### config.mk
export PLATFORM = sky130hd
export DESIGN_NAME = sfcs_top
export DESIGN_NICKNAME = d
export VERILOG_FILES = /design/src/hdl/sfcs_pkg.sv /design/src/hdl/sfcs_fifo.sv /design/src/hdl/sfcs_top.sv
export VERILOG_INCLUDE_DIRS = /design/src /design/src/hdl
export SDC_FILE = /design/constraint.sdc
export NUM_CORES = 1
export LEC_CHECK = 0
export ABC_AREA = 1
export CAP_MARGIN = 0
export CORE_ASPECT_RATIO = 0.9
export CORE_UTILIZATION = 60
export DETAILED_ROUTE_END_ITERATION = 10
export DONT_BUFFER_PORTS = 1
export GPL_ROUTABILITY_DRIVEN = 0
export MAX_ROUTING_LAYER = met4
export PLACE_DENSITY = 0.74
export SETUP_SLACK_MARGIN = 0.3
export SYNTH_ARGS = -nofsm -noshare
export SYNTH_HDL_FRONTEND = slang
export SYNTH_SLANG_ARGS = --single-unit
### constraint.sdc
create_clock -name I_CLK -period 4 [get_ports I_CLK]
set_clock_uncertainty 0.2 [all_clocks]
set_input_delay 0.2 -clock I_CLK [delete_from_list [all_inputs] [get_ports I_CLK]]
set_output_delay 0.2 -clock I_CLK [all_outputs]
set_load 0.01 [all_outputs]
### src/hdl/sfcs_consts.svh
`ifndef SFCS_CONSTS_SVH
`define SFCS_CONSTS_SVH

// Register byte offsets on the APB window.
`define SFCS_OFF_RX_CFG 12'h000
`define SFCS_OFF_TX_CFG 12'h004
`define SFCS_OFF_RX_STAT 12'h008
`define SFCS_OFF_CTRL 12'h00C
`define SFCS_OFF_TX_STAT 12'h010
`define SFCS_OFF_IRQ_STAT 12'h014
`define SFCS_OFF_IRQ_MASK 12'h018

// Field positions inside the FIFO configuration registers.
`define SFCS_CFG_CLR_BIT 7
`define SFCS_CFG_SEL_BIT 6
`define SFCS_CFG_LVL_HI 1
`define SFCS_CFG_LVL_LO 0

// Field positions inside the receive status register.
`define SFCS_STAT_OVR_BIT 7
`define SFCS_STAT_LVL_HI 2
`define SFCS_STAT_LVL_LO 0

// Field positions inside the control register.
`define SFCS_CTRL_EN_BIT 0
`define SFCS_CTRL_DPX_HI 2
`define SFCS_CTRL_DPX_LO 1

// Interrupt status and mask bit positions.
`define SFCS_IRQ_RX_BIT 0
`define SFCS_IRQ_TX_BIT 1
`define SFCS_IRQ_OVR_BIT 2

// Reset values and FIFO sizes.
`define SFCS_RST_WORD 32'h0000_0000
`define SFCS_RST_LVL 2'h0
`define SFCS_RST_IRQ 3'h0
`define SFCS_DEPTH_HALF 3'h4
`define SFCS_DEPTH_FULL 3'h2
`define SFCS_DEPTH_NONE 3'h1

`endif

### src/hdl/sfcs_pkg.sv
package sfcs_pkg;

    // Channel direction setting that shapes the FIFO sizes.
    typedef enum logic [1:0] {
        SFCS_DPX_OFF = 2'h0,
        SFCS_DPX_HALF_RX = 2'h1,
        SFCS_DPX_HALF_TX = 2'h2,
        SFCS_DPX_FULL = 2'h3
    } sfcs_duplex_t;

    typedef logic [2:0] sfcs_level_t;

endpackage

### src/hdl/sfcs_fifo.sv
`timescale 1ns/100ps
module sfcs_fifo (
    input wire logic i_clk,
    input wire logic i_rst,
    input wire logic i_clr,
    input wire logic i_wr,
    input wire logic [7:0] i_data,
    input wire logic i_rd,
    input wire logic [2:0] i_cap,
    output logic [7:0] o_data,
    output logic o_wr_ok,
    output logic o_rd_ok,
    output logic [2:0] o_level,
    output logic [2:0] o_next_level
);
    logic [7:0] mem [0:3];
    logic [1:0] wr_ptr;
    logic [1:0] rd_ptr;

    assign o_wr_ok = i_wr && !i_clr && (o_level < i_cap);
    assign o_rd_ok = i_rd && !i_clr && (o_level != 3'h0);
    assign o_next_level = i_clr ? 3'h0 :
        3'(o_level + {2'h0, o_wr_ok} - {2'h0, o_rd_ok});
    assign o_data = mem[rd_ptr];

    genvar g;
    generate
        for (g = 0; g < 4; g = g + 1) begin : g_entry
            always_ff @(posedge i_clk) begin
                if (i_rst) begin
                    mem[g] <= 8'h00;
                end else if (o_wr_ok && (wr_ptr == 2'(g))) begin
                    mem[g] <= i_data;
                end
            end
        end
    endgenerate

    // A clear puts both pointers back to the first entry.
    always_ff @(posedge i_clk) begin
        if (i_rst || i_clr) begin
            wr_ptr <= 2'h0;
            rd_ptr <= 2'h0;
        end else begin
            if (o_wr_ok) begin
                wr_ptr <= 2'(wr_ptr + 2'h1);
            end
            if (o_rd_ok) begin
                rd_ptr <= 2'(rd_ptr + 2'h1);
            end
        end
    end

    always_ff @(posedge i_clk) begin
        if (i_rst) begin
            o_level <= 3'h0;
        end else begin
            o_level <= o_next_level;
        end
    end

endmodule

### src/hdl/sfcs_top.sv
// Chosen here: the placing of the registers and register access over APB.
`timescale 1ns/100ps
`include "sfcs_consts.svh"

// Function
// - Writing one to the receive clear bit empties the receive FIFO, zeroes its level and resets its read pointer, and the bit reads as zero.
// - The receive select bit picks a threshold hit only, or also a read that finds the count above the threshold, as the receive interrupt cause.
// - The receive threshold code maps 00,01,10,11 to 4,1,2,3 bytes in half duplex and to 2,1,2,1 bytes in full duplex.
// - Writing one to the transmit clear bit empties the transmit FIFO, zeroes its level and resets its write pointer, and the bit reads as zero.
// - The transmit select bit picks a threshold hit only, or also a drain that leaves the level short of the threshold, as the transmit cause.
// - The transmit threshold code maps 00,01,10,11 to empty,1,2,3 bytes outside full duplex and to empty,1,empty,1 in full duplex.
// - Bit 7 of the receive status register is a read-only flag set once the receive FIFO has overrun.
// - A read-only three-bit receive level field shows 0 for empty and 1 to 4 for the stored byte count.
// - Bits 31 to 8 of the receive configuration register read as zero and ignore writes.
// - With the FIFO enabled the depth is 4 bytes for the active half duplex direction and 2 bytes each in full duplex.
module sfcs_top (
    input wire logic I_CLK,
    input wire logic I_SYS_RST,
    input wire logic I_PSEL,
    input wire logic I_PENABLE,
    input wire logic I_PWRITE,
    input wire logic [11:0] I_PADDR,
    input wire logic [31:0] I_PWDATA,
    output logic [31:0] O_PRDATA,
    output logic O_PREADY,
    output logic O_PSLVERR,
    input wire logic I_RX_WR,
    input wire logic [7:0] I_RX_DATA,
    input wire logic I_RX_RD,
    output logic [7:0] O_RX_DATA,
    output logic O_RX_READY,
    output logic O_RX_VALID,
    input wire logic I_TX_WR,
    input wire logic [7:0] I_TX_DATA,
    input wire logic I_TX_RD,
    output logic [7:0] O_TX_DATA,
    output logic O_TX_READY,
    output logic O_TX_VALID,
    output logic O_FIFO_ENABLE,
    output sfcs_pkg::sfcs_duplex_t O_DUPLEX_MODE,
    output logic O_IRQ
);
    import sfcs_pkg::*;

    logic setup;
    logic access;
    logic wr_en;
    logic hit;
    logic rx_clr;
    logic tx_clr;
    logic rx_cond_sel;
    logic [1:0] rx_irq_level;
    logic tx_cond_sel;
    logic [1:0] tx_irq_level;
    logic fifo_enable_cfg;
    sfcs_duplex_t duplex_mode;
    logic rx_overrun_flag;
    logic [2:0] irq_status;
    logic [2:0] irq_mask;
    logic [2:0] irq_event;
    logic [2:0] next_irq_status;
    logic [31:0] next_prdata;
    sfcs_level_t rx_cap;
    sfcs_level_t tx_cap;
    sfcs_level_t rx_thr;
    sfcs_level_t tx_thr;
    sfcs_level_t rx_level;
    sfcs_level_t tx_level;
    sfcs_level_t rx_next;
    sfcs_level_t tx_next;
    logic rx_wr_ok;
    logic rx_rd_ok;
    logic tx_wr_ok;
    logic tx_rd_ok;
    logic rx_hit;
    logic tx_hit;
    logic rx_ovf;

    // Zero wait state slave: every access phase completes at once.
    assign setup = I_PSEL && !I_PENABLE;
    assign access = I_PSEL && I_PENABLE;
    assign wr_en = access && I_PWRITE && hit;
    assign O_PREADY = 1'b1;
    assign O_PSLVERR = access && !hit;

    always_comb begin
        unique case (I_PADDR)
            `SFCS_OFF_RX_CFG, `SFCS_OFF_TX_CFG, `SFCS_OFF_RX_STAT, `SFCS_OFF_CTRL,
            `SFCS_OFF_TX_STAT, `SFCS_OFF_IRQ_STAT, `SFCS_OFF_IRQ_MASK: hit = 1'b1;
            default: hit = 1'b0;
        endcase
    end

    // Clear strobes act in the write cycle and are never stored.
    assign rx_clr = wr_en && (I_PADDR == `SFCS_OFF_RX_CFG) && I_PWDATA[`SFCS_CFG_CLR_BIT];
    assign tx_clr = wr_en && (I_PADDR == `SFCS_OFF_TX_CFG) && I_PWDATA[`SFCS_CFG_CLR_BIT];

    always_ff @(posedge I_CLK) begin
        if (I_SYS_RST) begin
            rx_cond_sel <= 1'b0;
            rx_irq_level <= `SFCS_RST_LVL;
        end else if (wr_en && (I_PADDR == `SFCS_OFF_RX_CFG)) begin
            rx_cond_sel <= I_PWDATA[`SFCS_CFG_SEL_BIT];
            rx_irq_level <= I_PWDATA[`SFCS_CFG_LVL_HI:`SFCS_CFG_LVL_LO];
        end
    end

    always_ff @(posedge I_CLK) begin
        if (I_SYS_RST) begin
            tx_cond_sel <= 1'b0;
            tx_irq_level <= `SFCS_RST_LVL;
        end else if (wr_en && (I_PADDR == `SFCS_OFF_TX_CFG)) begin
            tx_cond_sel <= I_PWDATA[`SFCS_CFG_SEL_BIT];
            tx_irq_level <= I_PWDATA[`SFCS_CFG_LVL_HI:`SFCS_CFG_LVL_LO];
        end
    end

    always_ff @(posedge I_CLK) begin
        if (I_SYS_RST) begin
            fifo_enable_cfg <= 1'b0;
            duplex_mode <= SFCS_DPX_OFF;
        end else if (wr_en && (I_PADDR == `SFCS_OFF_CTRL)) begin
            fifo_enable_cfg <= I_PWDATA[`SFCS_CTRL_EN_BIT];
            duplex_mode <= sfcs_duplex_t'(I_PWDATA[`SFCS_CTRL_DPX_HI:`SFCS_CTRL_DPX_LO]);
        end
    end

    assign O_FIFO_ENABLE = fifo_enable_cfg;
    assign O_DUPLEX_MODE = duplex_mode;

    // Without the FIFO, or for the idle direction, a single byte buffer remains.
    always_comb begin
        rx_cap = `SFCS_DEPTH_NONE;
        tx_cap = `SFCS_DEPTH_NONE;
        if (fifo_enable_cfg) begin
            unique case (duplex_mode)
                SFCS_DPX_HALF_RX: rx_cap = `SFCS_DEPTH_HALF;
                SFCS_DPX_HALF_TX: tx_cap = `SFCS_DEPTH_HALF;
                SFCS_DPX_FULL: begin
                    rx_cap = `SFCS_DEPTH_FULL;
                    tx_cap = `SFCS_DEPTH_FULL;
                end
                SFCS_DPX_OFF: begin
                    rx_cap = `SFCS_DEPTH_NONE;
                    tx_cap = `SFCS_DEPTH_NONE;
                end
            endcase
        end
    end

    always_comb begin
        if (duplex_mode == SFCS_DPX_FULL) begin
            rx_thr = rx_irq_level[0] ? 3'h1 : 3'h2;
        end else begin
            rx_thr = (rx_irq_level == 2'h0) ? 3'h4 : {1'b0, rx_irq_level};
        end
    end

    always_comb begin
        if (duplex_mode == SFCS_DPX_FULL) begin
            tx_thr = {2'h0, tx_irq_level[0]};
        end else begin
            tx_thr = {1'b0, tx_irq_level};
        end
    end

    sfcs_fifo u_rx_fifo (
        .i_clk(I_CLK),
        .i_rst(I_SYS_RST),
        .i_clr(rx_clr),
        .i_wr(I_RX_WR),
        .i_data(I_RX_DATA),
        .i_rd(I_RX_RD),
        .i_cap(rx_cap),
        .o_data(O_RX_DATA),
        .o_wr_ok(rx_wr_ok),
        .o_rd_ok(rx_rd_ok),
        .o_level(rx_level),
        .o_next_level(rx_next)
    );

    sfcs_fifo u_tx_fifo (
        .i_clk(I_CLK),
        .i_rst(I_SYS_RST),
        .i_clr(tx_clr),
        .i_wr(I_TX_WR),
        .i_data(I_TX_DATA),
        .i_rd(I_TX_RD),
        .i_cap(tx_cap),
        .o_data(O_TX_DATA),
        .o_wr_ok(tx_wr_ok),
        .o_rd_ok(tx_rd_ok),
        .o_level(tx_level),
        .o_next_level(tx_next)
    );

    assign O_RX_READY = rx_level < rx_cap;
    assign O_RX_VALID = rx_level != 3'h0;
    assign O_TX_READY = tx_level < tx_cap;
    assign O_TX_VALID = tx_level != 3'h0;

    // Comparisons run only in cycles with FIFO activity, so a steady level fires once.
    assign rx_hit = (rx_wr_ok || rx_rd_ok || rx_clr) &&
        ((rx_next == rx_thr) || (rx_cond_sel && rx_rd_ok && (rx_level > rx_thr)));
    assign tx_hit = (tx_wr_ok || tx_rd_ok || tx_clr) &&
        ((tx_next == tx_thr) || (tx_cond_sel && tx_rd_ok && (tx_next < tx_thr)));

    assign rx_ovf = I_RX_WR && !rx_clr && (rx_level >= rx_cap);

    // The overrun flag stays set until the receive FIFO is cleared.
    always_ff @(posedge I_CLK) begin
        if (I_SYS_RST || rx_clr) begin
            rx_overrun_flag <= 1'b0;
        end else if (rx_ovf) begin
            rx_overrun_flag <= 1'b1;
        end
    end

    always_comb begin
        irq_event = 3'h0;
        irq_event[`SFCS_IRQ_RX_BIT] = rx_hit;
        irq_event[`SFCS_IRQ_TX_BIT] = tx_hit;
        irq_event[`SFCS_IRQ_OVR_BIT] = rx_ovf;
        next_irq_status = irq_status;
        if (wr_en && (I_PADDR == `SFCS_OFF_IRQ_STAT)) begin
            next_irq_status = irq_status & ~I_PWDATA[2:0];
        end
        // A new event wins over a clear in the same cycle.
        next_irq_status = next_irq_status | irq_event;
    end

    always_ff @(posedge I_CLK) begin
        if (I_SYS_RST) begin
            irq_status <= `SFCS_RST_IRQ;
        end else begin
            irq_status <= next_irq_status;
        end
    end

    always_ff @(posedge I_CLK) begin
        if (I_SYS_RST) begin
            irq_mask <= `SFCS_RST_IRQ;
        end else if (wr_en && (I_PADDR == `SFCS_OFF_IRQ_MASK)) begin
            irq_mask <= I_PWDATA[2:0];
        end
    end

    assign O_IRQ = |(irq_status & irq_mask);

    // Read data is captured in the setup cycle and shown in the access phase.
    always_comb begin
        next_prdata = `SFCS_RST_WORD;
        unique case (I_PADDR)
            `SFCS_OFF_RX_CFG: begin
                next_prdata[`SFCS_CFG_SEL_BIT] = rx_cond_sel;
                next_prdata[`SFCS_CFG_LVL_HI:`SFCS_CFG_LVL_LO] = rx_irq_level;
            end
            `SFCS_OFF_TX_CFG: begin
                next_prdata[`SFCS_CFG_SEL_BIT] = tx_cond_sel;
                next_prdata[`SFCS_CFG_LVL_HI:`SFCS_CFG_LVL_LO] = tx_irq_level;
            end
            `SFCS_OFF_RX_STAT: begin
                next_prdata[`SFCS_STAT_OVR_BIT] = rx_overrun_flag;
                next_prdata[`SFCS_STAT_LVL_HI:`SFCS_STAT_LVL_LO] = rx_level;
            end
            `SFCS_OFF_CTRL: begin
                next_prdata[`SFCS_CTRL_EN_BIT] = fifo_enable_cfg;
                next_prdata[`SFCS_CTRL_DPX_HI:`SFCS_CTRL_DPX_LO] = duplex_mode;
            end
            `SFCS_OFF_TX_STAT: next_prdata[`SFCS_STAT_LVL_HI:`SFCS_STAT_LVL_LO] = tx_level;
            `SFCS_OFF_IRQ_STAT: next_prdata[2:0] = irq_status;
            `SFCS_OFF_IRQ_MASK: next_prdata[2:0] = irq_mask;
            default: next_prdata = `SFCS_RST_WORD;
        endcase
    end

    always_ff @(posedge I_CLK) begin
        if (I_SYS_RST) begin
            O_PRDATA <= `SFCS_RST_WORD;
        end else if (setup && !I_PWRITE) begin
            O_PRDATA <= next_prdata;
        end
    end

endmodule

==> metrics.yaml <==
run_status:
  run_status: "finished clean"
global_routing:
  grt_pass1_wl_um: 19500
  grt_overflow: 0
  grt_usage: 0.262
  grt_pass1_vias: 4032
  antenna_found_initial: 0
  grt_max_degree: 33
finish:
  fin_nets: 752
  nFillCells: 755
  postLayoutCoreUtil: 0.671
  final_common_cell: "nor2_1"
  syn_to_final_growth_pct: 8.76
  layout_common_cells: "nor2_1, nand2_1, inv_1"
  antenna_cells: 0
  layout-drive-gt1-share: 0.114
floorplan:
  initial_utilization: 0.616
  core_area_um2: 9130
  die_h_um: 93.9
  chipWidth_um: 104
  rows: 33
  dieArea_um2: 9770
  ios: 127
logic_synthesis:
  ys_ff_latch: 103
  ys.flop_type: "edfxtp_1"
  synth_cells: 628
  synth.distinct_cells: 43
  syn_area_um2: 5630
  syn_area_per_cell_um2: 8.96
  synth_edf_count: 64
  async_flop_share: 0
  synth_warnings: 0
  ys_seq_area_frac: 0.480
worst_setup_path:
  worstPathBufferInverterCount: 5
  end_kind: "flip-flop"
  ff2ff_path_depth: 20
  reg2reg_slack_ps: 560
  crit_path_top_delay_cell: "fa_1"
  cpLargestDelayFamily: "adder cells"
  r2r_start: "O_DUPLEX_MODE[0]"
  path_max_fanout: 10
  critPathKind: "reg2reg"
  crit_path_start_kind: "flip-flop"
  slowest_delay_ps: 500
  crit_path_cell_trace: "inv_1 > nand3_1 > ha_1 > a21oi_1 > nand2_1 > nor2_1 > nand2_2 > inv_4 > ha_1 > inv_1 > fa_1 > inv_1 > nand2_1 > inv_1 > ha_1 > a21oi_1 > nand3_1 > nand2_1 > nand2_1 > a21oi_1"
  cp.required_ps: 4110
  cp_data_arrival_time_ps: 3550
  r2r_end: "irq_status[1]"
clock_tree:
  root_buffer: "clkbuf_8"
  path_clk_slew_ps: 110
  numCtsBuffers: 9
  clk_latency_ps: 370
  cts_setup_buffers: 0
  cts_tree: "yes"
  htree_levels: 3
  cts_max_path_buffers: 2
  cts_sinks: 103
route:
  antenna_left: 0
  dr_total_vias: 4270
  drc: 0
  dr.pass1.iters: 5
  viasPerCell: 5.43
  drt_iter0_markers: 217
  wl_per_cell_um: 15.3
  routed_wl_um: 12000
hold_path:
  worstHoldStart: "I_PADDR[6]"
  hp-class: "in2reg"
  hold_path_depth: 5
  min_to: "rx_irq_level[0]"
timing:
  max_freq_mhz: 290
  slew_violations: 0
  rsz0062_at_grt: "false"
  fin_crit_sh: 0.861
  worst_pin_slew_ps: 747
  layout_min_cycle_time_ps: 3440
  slew_headroom: 0.498
  setup_viol: 0
  tns_ps: 0
  finalHoldViolCount: 0
pwr:
  ir_worst_vdd_uv: 256
  powerDensity_nw_per_um2: 517
  power.leakage_nw: 2.56
place:
  place.port_buffers: 0
  dp_hpwl_um: 8320
flow_run:
  maxCapViolations: 0
## routing by layer
layer	up-vias	track usage	share of wire
met5	-	-	0
met1	2021	0.314	0.42
met4	0	0.0940	0.020
met2	142	0.448	0.50
li1	2086	-	-
met3	21	0.0492	0.060
## worst max path at each step
stage          cells past startpoint  slack, ps             to              from
6_report                          20        560  irq_status[1]  O_DUPLEX_MODE[0]
5_1_grt                           20        350  irq_status[1]  O_DUPLEX_MODE[0]
4_1_cts                           20        460  irq_status[1]  O_DUPLEX_MODE[0]
3_5_place_dp                      20        480  irq_status[1]  O_DUPLEX_MODE[0]
3_3_place_gp                      20        610  irq_status[1]  O_DUPLEX_MODE[0]
2_1_floorplan                     20        820  irq_status[1]  O_DUPLEX_MODE[0]
## tightest hold or removal path, stage by stage
cell,delay (ps)
nor2_4,20
nand2_4,70
nor2_2,60
nand3_4,110
a21oi_1,80
## through the flow
stage / power (mW) / instance area, um2 / hold slack [ps] / cells / setup WS (ps)
floorplan: 2.31 / 5720 / 145 / 654 / 825
global placement: 2.47 / 5640 / 65.8 / 741 / 607
detailed placement: 2.52 / 5640 / 66.6 / 741 / 478
CTS: 3.18 / 6110 / 4.44 / 786 / 456
global route: 3.39 / 6120 / 30.6 / 786 / 348
finish: 3.17 / 6120 / 23.5 / 786 / 557
## registers in the layout, summed over array words and instances, names as in the netlist, 2 cells and up, named ones only
register	cells
u_rx_fifo.rd_ptr	2
rx_irq_level	2
u_tx_fifo.rd_ptr	2
u_rx_fifo.wr_ptr	2
irq_status	3
u_tx_fifo.mem	32
u_rx_fifo.o_level	3
tx_irq_level	2
u_rx_fifo.mem	32
u_tx_fifo.wr_ptr	2
u_tx_fifo.o_level	3
irq_mask	3
O_DUPLEX_MODE	2
O_PRDATA	5
## cells in the mapped netlist (3+ instances only)
cell      number  share of area
ha_1          22          0.049
clkbuf_1       7         0.0047
nor2_1       127          0.085
nand3_1       23          0.020
nor2_4         6          0.012
edfxtp_1      64           0.34
nor2_2         5         0.0056
xnor2_1        3         0.0047
o22ai_1       21          0.023
nand4_1        3         0.0033
inv_2          7         0.0047
nand2_1       78          0.052
nand3_4       12          0.037
nand2_4        4         0.0080
o21ai_1        6         0.0053
nand2_2        8         0.0089
inv_1         66          0.044
dfxtp_1       39           0.14
nor3b_1        4         0.0053
nand3b_1       3         0.0040
o21ai_0       44          0.039
buf_4         29          0.039
a21oi_1       22          0.020
## cells by family after synthesis
family	synth area share
AOI/OAI and AO/OA	0.101
and+or+nand+nor	0.258
other	0.00134
adders and majority gates	0.0560
xor gates and xnor gates	0.00623
DFF	0.480
buffers and inverters	0.0972
## cell type report
cell class | instances | area [um2] | area share
Sequential cell | 103 | 2710 | 0.442
Clock inverter | 7 | 61.3 | 0.0100
Tap cell | 122 | 153 | 0.0249
Timing Repair Buffer | 30 | 298 | 0.0487
Inverter | 77 | 303 | 0.0495
Multi-Input combinational cell | 438 | 2470 | 0.404
Clock buffer | 9 | 124 | 0.0202
## timing repair
item	4_1_cts	5_1_grt
hold buffers	29	0
endpoints found under the setup margin	0	1
endpoints found under the hold margin	91	0
resized for setup	0	3
## where the power goes
| group | internal [mW] | switching [mW] |
|---|---|---|
| clock | 0.241 | 0.391 |
| combinational | 0.385 | 0.721 |
| sequential | 1.31 | 0.118 |
| total | 1.94 | 1.23 |
Power figures use the tool's default switching activity.
